### src/common/l2im_pkg.sv
package l2im_pkg;
	// ----------------------------------------
	// Widths
	// ----------------------------------------
	localparam int REG_W = 16;
	localparam int ADDR_W = 12;
	localparam int GIO_PINS = 12;
	localparam int SER_SRCS = 14;
	localparam int EVT_W = 2;

	// ----------------------------------------
	// Register indices, byte address is 4x
	// ----------------------------------------
	localparam logic [31:0] GIO_MASK_IDX = 32'h0b00_0094;
	localparam logic [31:0] SER_MASK_IDX = 32'h0b00_0096;
	localparam logic [31:0] EVT_STAT_IDX = 32'h0b00_009c;
	localparam logic [31:0] EVT_MASK_IDX = 32'h0b00_009e;

	// ----------------------------------------
	// Field positions
	// ----------------------------------------
	localparam int GIO_CD_BIT = 13;
	localparam int GIO_PIN_LSB = 0;
	localparam int SER_TX_FIRST_BIT = 0;
	localparam int SER_TX_SECOND_BIT = 1;
	localparam int SER_RX_FIRST_BIT = 2;
	localparam int SER_RX_SECOND_BIT = 3;
	localparam int SER_RX_DONE_BIT = 4;
	localparam int SER_RX_LOST_BIT = 5;
	localparam int SER_CTS_BIT = 6;
	localparam int SER_DSR_BIT = 7;
	localparam int SER_DCD_BIT = 8;
	localparam int SER_FRAMING_BIT = 9;
	localparam int SER_BREAK_BIT = 10;
	localparam int SER_TX_IRQ_BIT = 11;
	localparam int SER_RX_IRQ_BIT = 12;
	localparam int SER_ERR_IRQ_BIT = 13;
	localparam int EVT_GIO_BIT = 0;
	localparam int EVT_SER_BIT = 1;

	// ----------------------------------------
	// Writable bits and reset values
	// ----------------------------------------
	localparam logic [REG_W-1:0] GIO_WR_MASK = 16'h2fff;
	localparam logic [REG_W-1:0] SER_WR_MASK = 16'h3fff;
	localparam logic [REG_W-1:0] EVT_WR_MASK = 16'h0003;
	localparam logic [REG_W-1:0] MASK_RESET = 16'h0000;
	localparam logic [31:0] RDATA_ZERO = 32'h0000_0000;

	function automatic logic [ADDR_W-1:0] byteAddr(logic [31:0] idx);
		byteAddr = {idx[ADDR_W-3:0], 2'b00};
	endfunction
endpackage

### src/common/l2im_gate_if.sv
`timescale 1ns/1ps
interface l2im_gate_if #(parameter int WIDTH = 16);
	logic [WIDTH-1:0] pend;
	logic [WIDTH-1:0] mask;
	logic req;
	logic evt;
	modport ctl (output pend, output mask, input req, input evt);
	modport gate (input pend, input mask, output req, output evt);
endinterface

### src/logic/l2im_gate.sv
`timescale 1ns/1ps
module l2im_gate
	import l2im_pkg::*;
#(
	parameter int WIDTH = 16
) (
	input wire logic core_clk,
	input wire logic rst,
	l2im_gate_if.gate gif
);
	logic req_r;

	// ----------------------------------------
	// Masked request to first level
	// ----------------------------------------
	// pending and enabled
	assign gif.req = |(gif.pend & gif.mask);
	assign gif.evt = gif.req & ~req_r;

	always_ff @(posedge core_clk or posedge rst) begin
		if (rst) begin
			req_r <= 1'b0;
		end else begin
			req_r <= gif.req;
		end
	end
endmodule

### src/logic/l2im_evt_stat.sv
`timescale 1ns/1ps
module l2im_evt_stat
	import l2im_pkg::*;
#(
	parameter int WIDTH = EVT_W
) (
	input wire logic core_clk,
	input wire logic rst,
	input wire logic [WIDTH-1:0] evt,
	input wire logic clrWr,
	input wire logic [WIDTH-1:0] clrData,
	input wire logic maskWr,
	input wire logic [WIDTH-1:0] maskData,
	output logic [WIDTH-1:0] status,
	output logic [WIDTH-1:0] mask,
	output logic irq
);
	// ----------------------------------------
	// Sticky status, set wins over clear
	// ----------------------------------------
	always_ff @(posedge core_clk or posedge rst) begin
		if (rst) begin
			status <= '0;
		end else if (clrWr) begin
			status <= (status & ~clrData) | evt;
		end else begin
			status <= status | evt;
		end
	end

	always_ff @(posedge core_clk or posedge rst) begin
		if (rst) begin
			mask <= '0;
		end else if (maskWr) begin
			mask <= maskData;
		end
	end

	assign irq = |(status & mask);
endmodule

### src/logic/l2im_top.sv
`timescale 1ns/1ps
module l2im_top
	import l2im_pkg::*;
(
	input wire logic core_clk,
	input wire logic rst,
	input wire logic psel,
	input wire logic penable,
	input wire logic pwrite,
	input wire logic [ADDR_W-1:0] paddr,
	input wire logic [31:0] pwdata,
	output logic [31:0] prdata,
	output logic pready,
	output logic pslverr,
	input wire logic [GIO_PINS-1:0] gpioPinIrq,
	input wire logic carrierDetectIrq,
	input wire logic [SER_SRCS-1:0] serialIrq,
	input wire logic [SER_SRCS-1:0] debugSerialIrq,
	output logic gioLevel1Req,
	output logic serLevel1Req,
	output logic irq
);
	logic [REG_W-1:0] gioMask_r;
	logic [REG_W-1:0] serMask_r;
	logic [EVT_W-1:0] evtStatus;
	logic [EVT_W-1:0] evtMask;
	logic access;
	logic wrAccess;
	logic hitGio;
	logic hitSer;
	logic hitStat;
	logic hitEvtMask;
	logic [31:0] prdata_nxt;

	l2im_gate_if #(.WIDTH(REG_W)) gioIf ();
	l2im_gate_if #(.WIDTH(REG_W)) serIf ();

	// ----------------------------------------
	// APB decode
	// ----------------------------------------
	assign access = psel & penable;
	assign wrAccess = access & pwrite;
	assign hitGio = (paddr == byteAddr(GIO_MASK_IDX));
	assign hitSer = (paddr == byteAddr(SER_MASK_IDX));
	assign hitStat = (paddr == byteAddr(EVT_STAT_IDX));
	assign hitEvtMask = (paddr == byteAddr(EVT_MASK_IDX));
	assign pready = 1'b1;
	assign pslverr = access & ~(hitGio | hitSer | hitStat | hitEvtMask);

	// ----------------------------------------
	// Mask registers
	// ----------------------------------------
	always_ff @(posedge core_clk or posedge rst) begin
		if (rst) begin
			gioMask_r <= MASK_RESET;
		end else if (wrAccess && hitGio) begin
			gioMask_r <= pwdata[REG_W-1:0] & GIO_WR_MASK;
		end
	end

	always_ff @(posedge core_clk or posedge rst) begin
		if (rst) begin
			serMask_r <= MASK_RESET;
		end else if (wrAccess && hitSer) begin
			serMask_r <= pwdata[REG_W-1:0] & SER_WR_MASK;
		end
	end

	// ----------------------------------------
	// Read data
	// ----------------------------------------
	always_comb begin
		prdata_nxt = RDATA_ZERO;
		if (hitGio) begin
			prdata_nxt[REG_W-1:0] = gioMask_r;
		end else if (hitSer) begin
			prdata_nxt[REG_W-1:0] = serMask_r;
		end else if (hitStat) begin
			prdata_nxt[EVT_W-1:0] = evtStatus;
		end else if (hitEvtMask) begin
			prdata_nxt[EVT_W-1:0] = evtMask;
		end
	end

	always_ff @(posedge core_clk or posedge rst) begin
		if (rst) begin
			prdata <= RDATA_ZERO;
		end else if (psel && !penable && !pwrite) begin
			prdata <= prdata_nxt;
		end
	end

	// ----------------------------------------
	// I/O group gating
	// ----------------------------------------
	always_comb begin
		gioIf.pend = '0;
		gioIf.pend[GIO_PIN_LSB +: GIO_PINS] = gpioPinIrq;
		gioIf.pend[GIO_CD_BIT] = carrierDetectIrq;
	end
	assign gioIf.mask = gioMask_r;

	l2im_gate #(.WIDTH(REG_W)) gioGate (
		.core_clk(core_clk),
		.rst(rst),
		.gif(gioIf.gate)
	);

	// ----------------------------------------
	// Serial group gating
	// ----------------------------------------
	always_comb begin
		serIf.pend = '0;
		serIf.pend[SER_SRCS-1:0] = serialIrq | debugSerialIrq;
	end
	assign serIf.mask = serMask_r;

	l2im_gate #(.WIDTH(REG_W)) serGate (
		.core_clk(core_clk),
		.rst(rst),
		.gif(serIf.gate)
	);

	assign gioLevel1Req = gioIf.req;
	assign serLevel1Req = serIf.req;

	// ----------------------------------------
	// Event status and interrupt
	// ----------------------------------------
	l2im_evt_stat #(.WIDTH(EVT_W)) evtStat (
		.core_clk(core_clk),
		.rst(rst),
		.evt({serIf.evt, gioIf.evt}),
		.clrWr(wrAccess && hitStat),
		.clrData(pwdata[EVT_W-1:0]),
		.maskWr(wrAccess && hitEvtMask),
		.maskData(pwdata[EVT_W-1:0]),
		.status(evtStatus),
		.mask(evtMask),
		.irq(irq)
	);
endmodule

### config.mk
export PLATFORM = sky130hd
export DESIGN_NAME = l2im_top
export DESIGN_NICKNAME = d
export VERILOG_FILES = /design/src/common/l2im_pkg.sv /design/src/common/l2im_gate_if.sv /design/src/logic/l2im_gate.sv /design/src/logic/l2im_evt_stat.sv /design/src/logic/l2im_top.sv
export SDC_FILE = /design/constraint.sdc
export NUM_CORES = 1
export LEC_CHECK = 0
export ABC_AREA = 1
export BUFFER_PORTS_ARGS = -buffer_cell sky130_fd_sc_hd__clkbuf_2
export CELL_PAD_IN_SITES_DETAIL_PLACEMENT = 0
export CELL_PAD_IN_SITES_GLOBAL_PLACEMENT = 1
export CORE_MARGIN = 2
export CORE_UTILIZATION = 31
export CTS_CLUSTER_DIAMETER = 150
export DETAILED_ROUTE_END_ITERATION = 12
export GPL_TIMING_DRIVEN = 0
export PLACE_DENSITY_LB_ADDON = 0.12
export SYNTH_ARGS = -nofsm -noshare
export SYNTH_HDL_FRONTEND = slang
export SYNTH_SLANG_ARGS = --single-unit
### constraint.sdc
create_clock -name core_clk -period 1.7 [get_ports core_clk]
set_input_delay 0.255 -clock core_clk [delete_from_list [all_inputs] [get_ports core_clk]]
set_output_delay 0.255 -clock core_clk [all_outputs]
set_load 0.01 [all_outputs]
---- After elaboration in Yosys (flattened, before gate mapping) ----
Cells that the tools add are included.
storage, ports and cells
  bits in registers ....................... 49
  input port bits ......................... 90
operators by class
  equality and inequality tests ........... 4
  reductions and logical operators ........ 11
  muxes and demuxes ....................... 6
  bitwise operators ....................... 19
operators with widths
  cell                                                                     number
  12-bit by 10-bit equality test with 1-bit output, second input constant  4
  16-bit OR reduction                                                      2
  14-bit bitwise AND                                                       2
  14-bit two-way mux                                                       1
  14-bit bitwise OR                                                        1
  12-bit two-way mux                                                       1
  2-bit two-way mux                                                        4
  1-bit logical AND                                                        6
  1-bit bitwise AND                                                        5
  2-bit bitwise AND                                                        2
  2-bit bitwise OR                                                         2
  1-bit NOT                                                                3
  1-bit bitwise OR                                                         3
  1-bit logical NOT                                                        2
  2-bit NOT                                                                1
  2-bit OR reduction                                                       1

---- Depth between registers and ports, before layout ----
  depth after elaboration ................. 6
  gate-level depth with buffers ........... 9
  gate-level depth less buffers ........... 9

---- Cells and area by module ----
A second synthesis with hierarchy kept.
unflattened totals
  cells, all modules ...................... 360
  area, all modules ....................... 2795.2 um2
modules (own cells, without submodules)
  module         sequential area each (um2)  cells each  times used  area an instance (um2)
  l2im_top       1026.0                      268         1           2314.7
  l2im_gate      25.0                        35          2           155.1
  l2im_evt_stat  100.1                       22          1           170.2

---- Worst setup path after synthesis ----
No wires, ideal clock.
  path kind ............................... input -> output
  start ................................... input paddr[10]
  end ..................................... output pslverr
  data required time ...................... 1.445 ns
  path slack .............................. 0.366 ns
  path buffers ............................ 0
  arrival time ............................ 1.079 ns
  stages .................................. 7
  path through ............................ inv_1 -> nand2_2 -> nor2_8 -> nand2_4 -> nor2_2 -> or2_2 -> nor3_1
between the ends
  word-level cells in the longest chain between the ends .. 6
  elaborated cells between the ends (all ways) .. 9
  classes of those cells .................. eq/ne: 4; bitwise: 5
ends and longest elaborated chain
  item                                                                        line                            source
  from (decl)                                                                 l2im_top.sv:10                  input wire logic [ADDR_W-1:0] paddr,
  12-bit by 10-bit equality test with 1-bit output, on equally long branches  l2im_top.sv:43, l2im_top.sv:44
  1-bit bitwise OR (2 in a row)                                               l2im_top.sv:48                  assign pslverr = access & ~(hitGio | hitSer | hitStat | hitEvtMask);
  1-bit bitwise OR (*)                                                        l2im_top.sv:48
  1-bit NOT (*)                                                               l2im_top.sv:48
  1-bit bitwise AND (*)                                                       l2im_top.sv:48
  to (decl)                                                                   l2im_top.sv:14                  output logic pslverr,
Every way passes the cells marked *; elsewhere a longest branch is shown, timed or not.

---- Worst setup path after layout ----
  start ................................... register serMask_r[11], in the netlist serIf.mask[11]
  end ..................................... output serLevel1Req
between the ends
  word-level cells in the longest chain between the ends .. 2
ends and longest elaborated chain
  item                    line             source
  from (decl)             l2im_top.sv:24   logic [REG_W-1:0] serMask_r;
  from (signal assigned)  l2im_top.sv:65   serMask_r <= pwdata[REG_W-1:0] & SER_WR_MASK;
  14-bit bitwise AND      l2im_gate.sv:17  assign gif.req = |(gif.pend & gif.mask);
  16-bit OR reduction     l2im_gate.sv:17
  to (decl)               l2im_top.sv:20   output logic serLevel1Req,
Every way passes these cells.

==> impl_metrics.tcl <==
set metrics [dict create \
    clk_pin_slew_ns 0.09 \
    nets 546 \
    grt_pass1_wl_mm 11.7 \
    synth-async-reset-ratio_pct 100 \
    synth_common_cells "nand2_1, dfrtp_1, inv_1, nand3_1, buf_4" \
    diodes 0 \
    ant_nets 0 \
    routed_wl_mm 6.96 \
    drv_slew 0 \
    path_buf_inv 1 \
    clock_latency_ns 0.30 \
    outcome "completed" \
    hpwl_mm 5.70 \
    clk_path_buf_depth 2 \
    yosys_warnings 0 \
    r2r_end "evtStat.status[1]" \
    crit_slowest_cell "dfrtp_1" \
    cts_made_buffers 5 \
    drc 0 \
    gp_congestion 0.815 \
    critPathCaptureType "primary output" \
    p_clk_share_pct 31.8 \
    fmax_ghz 0.634 \
    tightest_slew_ns 0.575 \
    synth_ff_type "dfrtp_1" \
    ys_seq_elements 47 \
    dr.pass1.iters 4 \
    crit_family "flip-flops" \
    io_pins 127 \
    rows 33 \
    avgSynthCellArea_um2 8.04 \
    clock-sinks 47 \
    yosysMostFrequentCell "nand2_1" \
    r2r_slack_ns 0.48 \
    wl_met3_um 426 \
    netlist.area_leader.share_pct 43.8 \
    cts_tree "built" \
    grt_start_max_net_pins 42 \
    reg2regPathDepth 7 \
    synth-edff-count 0 \
    p_seq_share_pct 54.1 \
    start_util_pct 32.4 \
    maxSlewHeadroom_pct 61.5 \
    synth_cell_types 29 \
    fin_skew_ns 0.00678 \
    powerDensity_nw_per_um2 613 \
    num_vias 2421 \
    drt_iter0_drc 149 \
    startpoint "serIf.mask[11]" \
    synth_top_cell_by_area "dfrtp_1" \
    startpoint_type "flip-flop" \
    portBuffers 89 \
    fin_area_um2 3500 \
    path_depth 5 \
    drive_above_1_share_pct 38.5 \
    grt_usage_pct 15.4 \
    hold_violations 0 \
    synth_area_leaders "dfrtp_1, nand2_1, buf_4, inv_1, o21ai_2" \
    grt_overflow_total 0 \
    arrival_ns 1.32 \
    die-area_um2 9420 \
    cap_violations 0 \
    slowest_delay_ns 0.41 \
    dr.max_layer_used "met4" \
    worstSetupPathType "reg -> out" \
    hp-start "pwdata[12]" \
    viasPerCell 4.31 \
    cts_max_level 2 \
    cts_root_buf "clkbuf_8" \
    rsz0062_at_grt "no" \
    dp_slack_ns 0.0956 \
    wl_met2_mm 3.07 \
    crit_fanout 3 \
    avgRoutedWirePerCell_um 12.4 \
    synthCells 334 \
    core_area_um2 8300 \
    place_area_um2 3350 \
    leakage_nw 1.97 \
    wl_met1_mm 3.40 \
    vdd_drop_max_uv 326 \
    cp.required_ns 1.44 \
    p_int_mw 1.57 \
    min_period_ns 1.58 \
    postLayoutCoreUtil_pct 42.2 \
    syn_area_um2 2690 \
    yosysSeqAreaShare_pct 43.8 \
    antenna_found_initial 0 \
    power_switching_share_pct 26.7 \
    finalSetupViolCount 0 \
    period_share_pct 92.8 \
    rr_startpoint "serIf.mask[11]" \
    p_comb_share_pct 14.1 \
    die_y_um 97.1 \
    grt_pass1_vias 2360 \
    hold_path.class "in -> reg" \
    cp-endpoint "serLevel1Req" \
    crit_chain "o21ai_0 -> nand4_1 -> nor2_1 -> nand2_1 -> clkbuf_2" \
    power_mw 2.15 \
    switching_power_uw 573 \
    area_growth_pct 30.3 \
    worst_slack_ns 0.122 \
    fp.dieW_um 97.1 \
]
[how the worst min path moves through the flow]
stage | cells after the start | endpoint | slack [ns]
detailed placement | 2 | serGate.req_r | 0.15
global route | 3 | serIf.mask[12] | 0.18
finish | 3 | serIf.mask[12] | 0.16
CTS | 3 | serIf.mask[12] | 0.16
global placement | 2 | prdata[5] | 0.47
floorplan | 2 | serIf.mask[12] | 0.40
[kinds of logic after synthesis]
kind of cell,after synthesis,share of synthesized area [%]
AND/OR/NAND/NOR,165,30.1
buffers and inverters,68,13.8
AO/OA/AOI/OAI,52,12.0
flip-flops,47,43.8
other,2,0.280
[area by class of cell]
cell class / instances / area (um2)
inverters: 40 / 151
clock buffers: 6 / 72.6
plain buffers: 28 / 219
multi-input cells: 236 / 1210
flip-flops and latches: 47 / 1180
repair buffers: 98 / 528
well taps: 105 / 131
clock inverters: 2 / 12.5
fillers: 895 / 4800
[through the flow]
stage                     setup TNS (ns)  hold WS [ns]  cells
after floorplan                        0         0.397    351
after global placement            -17.89         0.466    545
after detailed placement               0         0.153    546
after CTS                              0         0.162    556
after global routing                   0         0.179    562
final                                  0         0.164    562
[layout by cell type (no fill, tap or decap)]
master	netlist	final
clkbuf_8	0	5
nor3_2	1	1
conb_1	2	19
nor2_4	3	3
a22o_1	1	1
nor2_1	11	11
dfrtp_1	47	47
nand2_1	91	90
inv_2	3	4
nand3_2	1	1
dlygate4sd3_1	0	1
nand4_1	14	14
buf_12	0	1
buf_4	22	29
nand3_1	23	23
or2_2	4	4
nor2_2	2	2
inv_1	36	35
buf_6	4	4
buf_2	1	1
o21ai_0	18	18
nor3_1	2	2
nand2_2	9	10
nor2_8	1	1
clkbuf_1	1	2
a31oi_1	4	4
o21ai_2	14	14
clkbuf_2	0	89
a21oi_2	0	1
nand3_4	2	2
clkinvlp_4	0	1
clkinv_2	1	2
o21ai_1	14	14
nand2_4	1	1
[power groups by stage]
stage	clock, mW	sequential, mW	combinational [mW]
finish	0.682	1.16	0.303
global route	0.749	1.17	0.341
CTS	0.698	1.16	0.307
detailed placement	0	1.18	0.304
global placement	0	1.18	0.296
floorplan	0	1.19	0.162
[metal layers]
metal  vias to the layer above  GRT usage [%]
li1                       1283              -
met1                      1053           22.4
met2                        80           23.5
met3                         5           3.24
met4                         0           3.58
met5                         -              0
[timing repair]
| item | in CTS | in global routing |
|---|---|---|
| setup endpoints to repair | 1 | 2 |
| gates resized for setup | 0 | 2 |
| hold endpoints to repair | 6 | 0 |
| buffers inserted | 1 | 6 |
| hold buffers | 1 | 0 |
| pin swaps | 1 | 3 |
[worst register-to-register path: cells and delay by family (launching register included)]
kind	cells	cell delay [ns]
DFF	1	0.41
and+or+nand+nor	5	0.49
buffers and inverters	1	0.14
AOI/OAI and AO/OA	1	0.08
[state kept, by name, indices dropped and copies added, names as in the netlist]
register,flops
serGate.req_r,1
prdata,14
evtStat.status,2
gioIf.mask,13
serIf.mask,14
evtStat.mask,2
gioGate.req_r,1
Power figures use the tool's default switching activity.
